--- src/pucr_consts.svh ---
// Purpose: constants for the protection unit control and region-select block
// Assumes: 32-bit register port, word offsets chosen for this block
// Notes:   included by the top, region check, register file and bench
`ifndef PUCR_CONSTS_SVH
`define PUCR_CONSTS_SVH

`define PUCR_OFS_CTRL       8'h00
`define PUCR_OFS_RSEL       8'h04
`define PUCR_OFS_BASE       8'h08
`define PUCR_OFS_LIMIT      8'h0C
`define PUCR_OFS_BASE_A1    8'h10
`define PUCR_OFS_LIMIT_A1   8'h14
`define PUCR_OFS_BASE_A2    8'h18
`define PUCR_OFS_LIMIT_A2   8'h1C
`define PUCR_OFS_BASE_A3    8'h20
`define PUCR_OFS_LIMIT_A3   8'h24
`define PUCR_OFS_STATUS     8'h28
`define PUCR_BIT_ENABLE     0
`define PUCR_BIT_HFNMI      1
`define PUCR_BIT_PRIVDEF    2
`define PUCR_CTRL_RESET     3'h0
`define PUCR_RSEL_RESET     8'h00
`define PUCR_NUM_REGIONS    8
`define PUCR_LIMIT_EN_BIT   0
`define PUCR_SCS_BASE       32'hE000E000
`define PUCR_SCS_LAST       32'hE000EFFF
`define PUCR_VTAB_BASE      32'h00000000
`define PUCR_VTAB_LAST      32'h000003FF

`endif

--- src/pucr_pkg.sv ---
// Purpose: types for the protection unit control and region-select block
// Assumes: nothing
// Notes:   constants live in pucr_consts.svh
package pucr_pkg;
	typedef enum logic [2:0] {
		PUCR_BUS_IDLE  = 3'b001,
		PUCR_BUS_WRITE = 3'b010,
		PUCR_BUS_READ  = 3'b100
	} pucr_bus_t;
	typedef logic [1:0] pucr_bank_t;
endpackage : pucr_pkg

--- src/pucr_top.sv ---
// Purpose: control and region-select logic of a memory protection unit, with access check
// Assumes: core signals are synchronous to clk; one access checked per cycle
`timescale 1ns/1ps
`default_nettype none
`include "pucr_consts.svh"
module pucr_top (
	input  wire logic        clk,
	input  wire logic        sys_rst,
	input  wire logic        ce,
	input  wire logic [7:0]  reg_addr,
	input  wire logic [31:0] reg_wdata,
	input  wire logic        reg_wr,
	input  wire logic        reg_rd,
	input  wire logic        reg_secure,
	output logic [31:0]      reg_rdata,
	input  wire logic        acc_valid,
	input  wire logic [31:0] acc_addr,
	input  wire logic        acc_write,
	input  wire logic        acc_fetch,
	input  wire logic        acc_priv,
	input  wire logic        acc_secure,
	input  wire logic        acc_high_pri,
	output logic             memory_management_fault,
	output logic             acc_allow,
	output logic             execute_never_rule,
	output logic             strict_device_memory_type
);
	localparam logic HAS_REGIONS = (`PUCR_NUM_REGIONS != 0);

	// bank 0 nonsecure, bank 1 secure
	logic [2:0] ctrl_q [0:1];
	logic [7:0] rsel_q [0:1];
	logic [31:0] rdata_q;
	logic        fault_q;
	logic        allow_q;
	logic        xn_q;
	logic        strict_q;
	logic [7:0]  last_fault_q;

	function automatic logic is_alias(input logic [7:0] a);
		is_alias = (a >= `PUCR_OFS_BASE_A1) && (a <= `PUCR_OFS_LIMIT_A3);
	endfunction : is_alias

	function automatic logic [2:0] region_index(input logic [7:0] a, input logic [7:0] rsel);
		logic [1:0] n;
		n = 2'((a - `PUCR_OFS_BASE_A1) >> 3) + 2'h1;
		region_index = is_alias(a) ? {rsel[2], n} : rsel[2:0];
	endfunction : region_index

	function automatic logic in_range(input logic [31:0] a, input logic [31:0] lo, input logic [31:0] hi);
		in_range = (a >= lo) && (a <= hi);
	endfunction : in_range

	pucr_pkg::pucr_bus_t bus_op;
	always_comb begin
		if (reg_wr)
			bus_op = pucr_pkg::PUCR_BUS_WRITE;
		else if (reg_rd)
			bus_op = pucr_pkg::PUCR_BUS_READ;
		else
			bus_op = pucr_pkg::PUCR_BUS_IDLE;
	end

	logic bank;
	logic [2:0] ridx;
	logic is_region_acc;
	logic is_limit;
	assign bank          = reg_secure;
	assign ridx          = region_index(reg_addr, rsel_q[bank]);
	assign is_region_acc = HAS_REGIONS && ((reg_addr == `PUCR_OFS_BASE) || (reg_addr == `PUCR_OFS_LIMIT)
				|| is_alias(reg_addr));
	assign is_limit      = reg_addr[2];

	// control registers, banked
	always_ff @(posedge clk) begin
		if (sys_rst) begin
			ctrl_q[0] <= `PUCR_CTRL_RESET;
			ctrl_q[1] <= `PUCR_CTRL_RESET;
		end else if (ce && bus_op == pucr_pkg::PUCR_BUS_WRITE && reg_addr == `PUCR_OFS_CTRL) begin
			ctrl_q[bank] <= reg_wdata[2:0];
		end
	end

	// region select, banked; field unused without regions
	always_ff @(posedge clk) begin
		if (sys_rst) begin
			rsel_q[0] <= `PUCR_RSEL_RESET;
			rsel_q[1] <= `PUCR_RSEL_RESET;
		end else if (ce && HAS_REGIONS && bus_op == pucr_pkg::PUCR_BUS_WRITE && reg_addr == `PUCR_OFS_RSEL) begin
			rsel_q[bank] <= reg_wdata[7:0];
		end
	end

	logic [`PUCR_NUM_REGIONS*32-1:0] base_s, limit_s, base_ns, limit_ns;
	pucr_regfile u_regs (
		.clk       (clk),
		.ce        (ce),
		.wr_en     (bus_op == pucr_pkg::PUCR_BUS_WRITE && is_region_acc),
		.wr_secure (bank),
		.wr_limit  (is_limit),
		.wr_idx    (ridx),
		.wr_data   (reg_wdata),
		.base_s    (base_s),
		.limit_s   (limit_s),
		.base_ns   (base_ns),
		.limit_ns  (limit_ns)
	);

	// read mux, data one cycle after the strobe
	logic [31:0] rd_mux;
	always_comb begin
		rd_mux = 32'h0;
		case (reg_addr)
			`PUCR_OFS_CTRL:   rd_mux = {29'h0, ctrl_q[bank]};
			`PUCR_OFS_RSEL:   rd_mux = {24'h0, rsel_q[bank]};
			`PUCR_OFS_STATUS: rd_mux = {24'h0, last_fault_q};
			default: begin
				if (is_region_acc) begin
					if (bank)
						rd_mux = is_limit ? limit_s[ridx*32 +: 32] : base_s[ridx*32 +: 32];
					else
						rd_mux = is_limit ? limit_ns[ridx*32 +: 32] : base_ns[ridx*32 +: 32];
				end
			end
		endcase
	end

	always_ff @(posedge clk) begin
		if (sys_rst)
			rdata_q <= 32'h0;
		else if (ce)
			rdata_q <= (bus_op == pucr_pkg::PUCR_BUS_READ) ? rd_mux : 32'h0;
	end
	assign reg_rdata = rdata_q;

	// access check
	logic [2:0] actl;
	logic en, hfnmi, privdef;
	assign actl    = ctrl_q[acc_secure];
	assign en      = actl[`PUCR_BIT_ENABLE];
	assign hfnmi   = actl[`PUCR_BIT_HFNMI];
	assign privdef = actl[`PUCR_BIT_PRIVDEF];

	logic any_en, hit_one, hit_many, hit_xn;
	logic [1:0] hit_ap;
	pucr_region_check u_chk (
		.addr        (acc_addr),
		.base_flat   (acc_secure ? base_s : base_ns),
		.limit_flat  (acc_secure ? limit_s : limit_ns),
		.any_enabled (any_en),
		.hit_one     (hit_one),
		.hit_many    (hit_many),
		.hit_ap      (hit_ap),
		.hit_xn      (hit_xn)
	);

	logic in_scs, in_vtab, active, region_ok, deny;
	assign in_scs  = in_range(acc_addr, `PUCR_SCS_BASE, `PUCR_SCS_LAST);
	assign in_vtab = in_range(acc_addr, `PUCR_VTAB_BASE, `PUCR_VTAB_LAST);
	// enable clear ignores background bit entirely
	assign active  = en && (!acc_high_pri || hfnmi);
	// ap: bit1 read-only, bit0 unprivileged allowed
	assign region_ok = (acc_priv || hit_ap[0]) && !(acc_write && hit_ap[1]) && !(acc_fetch && hit_xn);
	always_comb begin
		if (!active)
			deny = 1'b0;
		else if (in_scs || in_vtab)
			deny = 1'b0;
		else if (hit_many)
			deny = 1'b1;
		else if (hit_one)
			deny = !region_ok;
		else
			deny = !(privdef && acc_priv);
	end

	// scs attributes forced regardless of enable
	always_ff @(posedge clk) begin
		if (sys_rst) begin
			fault_q  <= 1'b0;
			allow_q  <= 1'b0;
			xn_q     <= 1'b0;
			strict_q <= 1'b0;
		end else if (ce) begin
			fault_q  <= acc_valid && deny;
			allow_q  <= acc_valid && !deny;
			xn_q     <= acc_valid && in_scs;
			strict_q <= acc_valid && in_scs;
		end
	end
	assign memory_management_fault   = fault_q;
	assign acc_allow                 = allow_q;
	assign execute_never_rule        = xn_q;
	assign strict_device_memory_type = strict_q;

	// low address byte of last fault, a debug aid only
	always_ff @(posedge clk) begin
		if (sys_rst)
			last_fault_q <= 8'h00;
		else if (ce && acc_valid && deny)
			last_fault_q <= acc_addr[7:0];
	end

	AST_RESET_CLEARS: assert property (@(posedge clk) sys_rst |=> ctrl_q[0] == 3'h0 && ctrl_q[1] == 3'h0)
		else $error("control not cleared by reset");
	AST_DISABLED_NO_FAULT: assert property (@(posedge clk) disable iff (sys_rst)
		ce && acc_valid && !en |=> !memory_management_fault)
		else $error("fault while protection disabled");
	AST_BYPASS_HIGH_PRI: assert property (@(posedge clk) disable iff (sys_rst)
		ce && acc_valid && acc_high_pri && !hfnmi |=> acc_allow)
		else $error("high priority handler not bypassed");
	AST_SCS_ALLOWED: assert property (@(posedge clk) disable iff (sys_rst)
		ce && acc_valid && in_scs |=> acc_allow && execute_never_rule && strict_device_memory_type)
		else $error("control area access mishandled");
	AST_MISS_FAULTS: assert property (@(posedge clk) disable iff (sys_rst)
		ce && acc_valid && active && !privdef && !hit_one && !hit_many && !in_scs && !in_vtab
		|=> memory_management_fault)
		else $error("miss without background did not fault");
	AST_UNPRIV_BG_FAULTS: assert property (@(posedge clk) disable iff (sys_rst)
		ce && acc_valid && active && !any_en && !acc_priv && !in_scs && !in_vtab |=> memory_management_fault)
		else $error("unprivileged access allowed with no region");
	AST_PRIV_BG_OK: assert property (@(posedge clk) disable iff (sys_rst)
		ce && acc_valid && active && privdef && acc_priv && !hit_one && !hit_many |=> acc_allow)
		else $error("privileged background access refused");
	AST_OVERLAP_FAULTS: assert property (@(posedge clk) disable iff (sys_rst)
		ce && acc_valid && active && hit_many && !in_scs && !in_vtab |=> memory_management_fault)
		else $error("overlap hit did not fault");
	AST_CTRL_READ_ZERO: assert property (@(posedge clk) disable iff (sys_rst)
		ce && reg_rd && reg_addr == `PUCR_OFS_CTRL |=> reg_rdata[31:3] == 29'h0)
		else $error("control reserved bits nonzero");
	AST_BANK_ISOLATED: assert property (@(posedge clk) disable iff (sys_rst)
		ce && reg_wr && reg_addr == `PUCR_OFS_CTRL && !reg_secure |=> $stable(ctrl_q[1]))
		else $error("nonsecure write touched secure copy");
endmodule : pucr_top
`default_nettype wire

--- src/pucr_region_check.sv ---
// Purpose: region match for one access against the region table of one bank
// Assumes: base and limit words as laid out in the region registers
// Notes:   purely combinational
`timescale 1ns/1ps
`default_nettype none
`include "pucr_consts.svh"
module pucr_region_check (
	input  wire logic [31:0] addr,
	input  wire logic [`PUCR_NUM_REGIONS*32-1:0] base_flat,
	input  wire logic [`PUCR_NUM_REGIONS*32-1:0] limit_flat,
	output logic             any_enabled,
	output logic             hit_one,
	output logic             hit_many,
	output logic [1:0]       hit_ap,
	output logic             hit_xn
);
	function automatic logic in_region(input logic [31:0] a, input logic [31:0] b, input logic [31:0] l);
		in_region = l[`PUCR_LIMIT_EN_BIT] && (a >= {b[31:5], 5'h00}) && (a <= {l[31:5], 5'h1F});
	endfunction : in_region

	logic [3:0] hits;
	always_comb begin
		hits        = 4'h0;
		any_enabled = 1'b0;
		hit_ap      = 2'h0;
		hit_xn      = 1'b0;
		for (int i = 0; i < `PUCR_NUM_REGIONS; i++) begin
			any_enabled = any_enabled | limit_flat[i*32+`PUCR_LIMIT_EN_BIT];
			if (in_region(addr, base_flat[i*32 +: 32], limit_flat[i*32 +: 32])) begin
				hits   = hits + 4'h1;
				hit_ap = base_flat[i*32+1 +: 2];
				hit_xn = base_flat[i*32];
			end
		end
		hit_one  = (hits == 4'h1);
		hit_many = (hits > 4'h1);
	end
endmodule : pucr_region_check
`default_nettype wire

--- src/pucr_regfile.sv ---
// Purpose: banked region base and limit storage, one table per security state
// Assumes: index already resolved (alias applied) by the caller
// Notes:   no reset; contents are unknown until software writes them
`timescale 1ns/1ps
`default_nettype none
`include "pucr_consts.svh"
module pucr_regfile (
	input  wire logic        clk,
	input  wire logic        ce,
	input  wire logic        wr_en,
	input  wire logic        wr_secure,
	input  wire logic        wr_limit,
	input  wire logic [2:0]  wr_idx,
	input  wire logic [31:0] wr_data,
	output logic [`PUCR_NUM_REGIONS*32-1:0] base_s,
	output logic [`PUCR_NUM_REGIONS*32-1:0] limit_s,
	output logic [`PUCR_NUM_REGIONS*32-1:0] base_ns,
	output logic [`PUCR_NUM_REGIONS*32-1:0] limit_ns
);
	logic [31:0] mem_q [0:4*`PUCR_NUM_REGIONS-1];
	always_ff @(posedge clk) begin
		if (ce && wr_en)
			mem_q[{wr_secure, wr_limit, wr_idx}] <= wr_data;
	end
	always_comb begin
		for (int i = 0; i < `PUCR_NUM_REGIONS; i++) begin
			base_ns[i*32 +: 32]  = mem_q[i];
			limit_ns[i*32 +: 32] = mem_q[i+8];
			base_s[i*32 +: 32]   = mem_q[i+16];
			limit_s[i*32 +: 32]  = mem_q[i+24];
		end
	end
endmodule : pucr_regfile
`default_nettype wire

--- config.mk ---
export PLATFORM = sky130hd
export DESIGN_NAME = pucr_top
export DESIGN_NICKNAME = d
export VERILOG_FILES = /design/src/pucr_pkg.sv /design/src/pucr_top.sv /design/src/pucr_region_check.sv /design/src/pucr_regfile.sv
export VERILOG_INCLUDE_DIRS = /design/src
export SDC_FILE = /design/constraint.sdc
export NUM_CORES = 2
export LEC_CHECK = 0
export ABC_AREA = 0
export BUFFER_PORTS_ARGS = -buffer_cell sky130_fd_sc_hd__buf_4
export CORE_ASPECT_RATIO = 2
export CORE_UTILIZATION = 45
export CTS_BUF_LIST = sky130_fd_sc_hd__clkbuf_16
export DETAILED_ROUTE_END_ITERATION = 10
export GPL_TIMING_DRIVEN = 0
export SLEW_MARGIN = 10
export SYNTH_ARGS = -nofsm -noshare
export SYNTH_HDL_FRONTEND = slang
export SYNTH_HIERARCHICAL = 1
export SYNTH_SLANG_ARGS = --single-unit
--- constraint.sdc ---
create_clock -name clk -period 11 [get_ports clk]
set_input_delay 1.1 -clock clk [delete_from_list [all_inputs] [get_ports clk]]
set_output_delay 1.1 -clock clk [all_outputs]
set_load 0.01 [all_outputs]
==> impl_metrics.toml <==
[logic_synthesis]
synth.cell_area_um2 = 59700
syn_area_per_cell_um2 = 13.1
synth_nets = 5080
syn_inst = 4555
yosys_warnings = 6

[pwr]
power.leakage_nw = 26.5
vdd.ir_drop.worst_mv = 0.133
power_density_nw_per_um2 = 143

[cts]
post-cts-setup-buffers = 0
root_buffer = "clkbuf_16"
cts_buffer_depth = 3
htreeDepth = 3
tritoncts = "yes"
numCtsBuffers = 99
cts_sinks = 1089
clkTransAtPathRegs_ns = 0.06
insertion_delay_ns = 0.77
cts_hold_buf = 0
cts_resized = 2

[timing]
period_share_pct = 95.6
setup_violations = 0
holdWs_ns = 0.475
hold_viol_final = 0
finalCriticalPeriod_ns = 10.52
grt_setup_unrepaired = "no"
fin_tns_setup_ns = 0
fin_skew_ns = 0.0348
tightest_slew_ns = 1.51
clock.fmax_ghz = 0.0950
max_slew_margin_pct = -0.848
slew_violations = 2

[floorplan]
pin_count = 120
fp-row-count = 188
die_w_um = 259
initial_core_util_pct = 45.5
core_area_um2 = 131000
die-area_um2 = 134000
die_h_um = 517

[final_layout]
syn2layout_area_growth_pct = 13.6
seqCellArea_um2 = 32300
fill_cells = 11400
drive_gt1_share_pct = 22.1
multi_input_area_um2 = 25100
nets = 5359

[placement]
place_congestion = 1.05
hpwl_mm = 203
port_buffers = 118

[worst_setup_path]
cp.required_ns = 11.64
cp_data_arrival_time_ns = 11.16
crit_fanout = 12
cp_top_family = "buffers and inverters"
start_kind = "input pin"
crit_type = "in -> reg"
crit_start = "acc_secure"
cp-end-kind = "flip-flop"
crit_buf_inv = 12
rr_startpoint = "u_regs/mem_q[1][25]"
critPathSlowestCell = "clkbuf_1"
critical_path.max_stage_delay_ns = 0.86

[detailed_routing]
vias = 44600
post-route-drc-count = 0
wire_per_inst_um = 41.4
viasPerCell = 6.72
drtIter0Drc = 5458
ant_nets = 0
dr.pass1.iters = 8
totalWireLength_mm = 275

[global_routing]
gr-total-overflow = 0
grt_pass1_wl_mm = 364
grt.total_usage_pct = 41.0
grt_pass1_vias = 44000
antenna_found_initial = 19
grt_max_degree = 37

[outcome]
status = "complete, but fails checks"
violations = "max-capacitance violations, max-slew violations"

[job]
drv_cap = 1

[hold_path]
hold_class = "reg -> reg"
hp-start = "memory_management_fault"
## worst min-delay path, delay by kind of cell, from the launching register on
| kind | cells | cell delay (ns) |
|---|---|---|
| flops | 1 | 0.31 |
| simple gates | 1 | 0.06 |
| compound gates | 1 | 0.06 |
## final cells by class
cell class | instances | area share (%)
clock inverters | 87 | 1.35
well taps | 1710 | 3.16
repair buffers | 179 | 3.16
diodes | 14 | 0.0517
clock buffers | 99 | 3.66
inverters | 456 | 2.53
multi-input cells | 2809 | 37.0
plain buffers | 200 | 1.43
flip-flops and latches | 1089 | 47.6
## state kept, by name (all words and copies together) (netlist names)
signal                   count
u_regs/mem_q              1024
reg_rdata                   32
rsel_q                      16
last_fault_q                 8
ctrl_q                       6
acc_allow                    1
execute_never_rule           1
memory_management_fault      1
## path summary, 6_finish.rpt
kind                                                end  slack, ns  depth (start not counted)
worst max-delay path                    last_fault_q[2]       0.48                         45
worst min-delay path            memory_management_fault       0.47                          2
worst max register to register          last_fault_q[2]       1.88                         42
worst min register to register  memory_management_fault       0.47                          2
## power by group
group	internal [mW]	total (mW)	switching, mW
Clock	2.05	3.75	1.70
Sequential	4.54	4.55	0.00510
Combinational	0.408	1.36	0.953
Total	7.00	9.66	2.66
## per-layer routing
layer	track usage [%]	part of all wire, %
met1	41.5	31
met2	66.8	47
met3	9.59	9.1
met4	43.2	13
met5	0	0.023
## layout by cell type, fill, tap and decap left out, types with 96 or more instances in the layout
cell type  instances
edfxtp_1        1046
nand2_1          233
clkbuf_16         99
ha_1             441
nand4_1           99
mux2_2           485
mux2i_1          254
a21oi_1          212
o21ai_0          109
clkbuf_1          96
buf_4            137
inv_1            470
## metrics by stage
step           instances  setup WS, ns  cell area (µm²)  power [mW]  utilization (%)
2_1_floorplan       4555          1.76            59700        5.29                -
3_3_place_gp        6383         -2.54            62700        5.90             47.8
3_5_place_dp        6442         -1.57            64300        5.92             49.0
4_1_cts             6627        0.0265            67700        9.59             51.5
5_1_grt             6630         0.141            67700        9.80             51.6
6_report            6643         0.479            67800        9.66             51.6
Power figures use the tool's default switching activity.
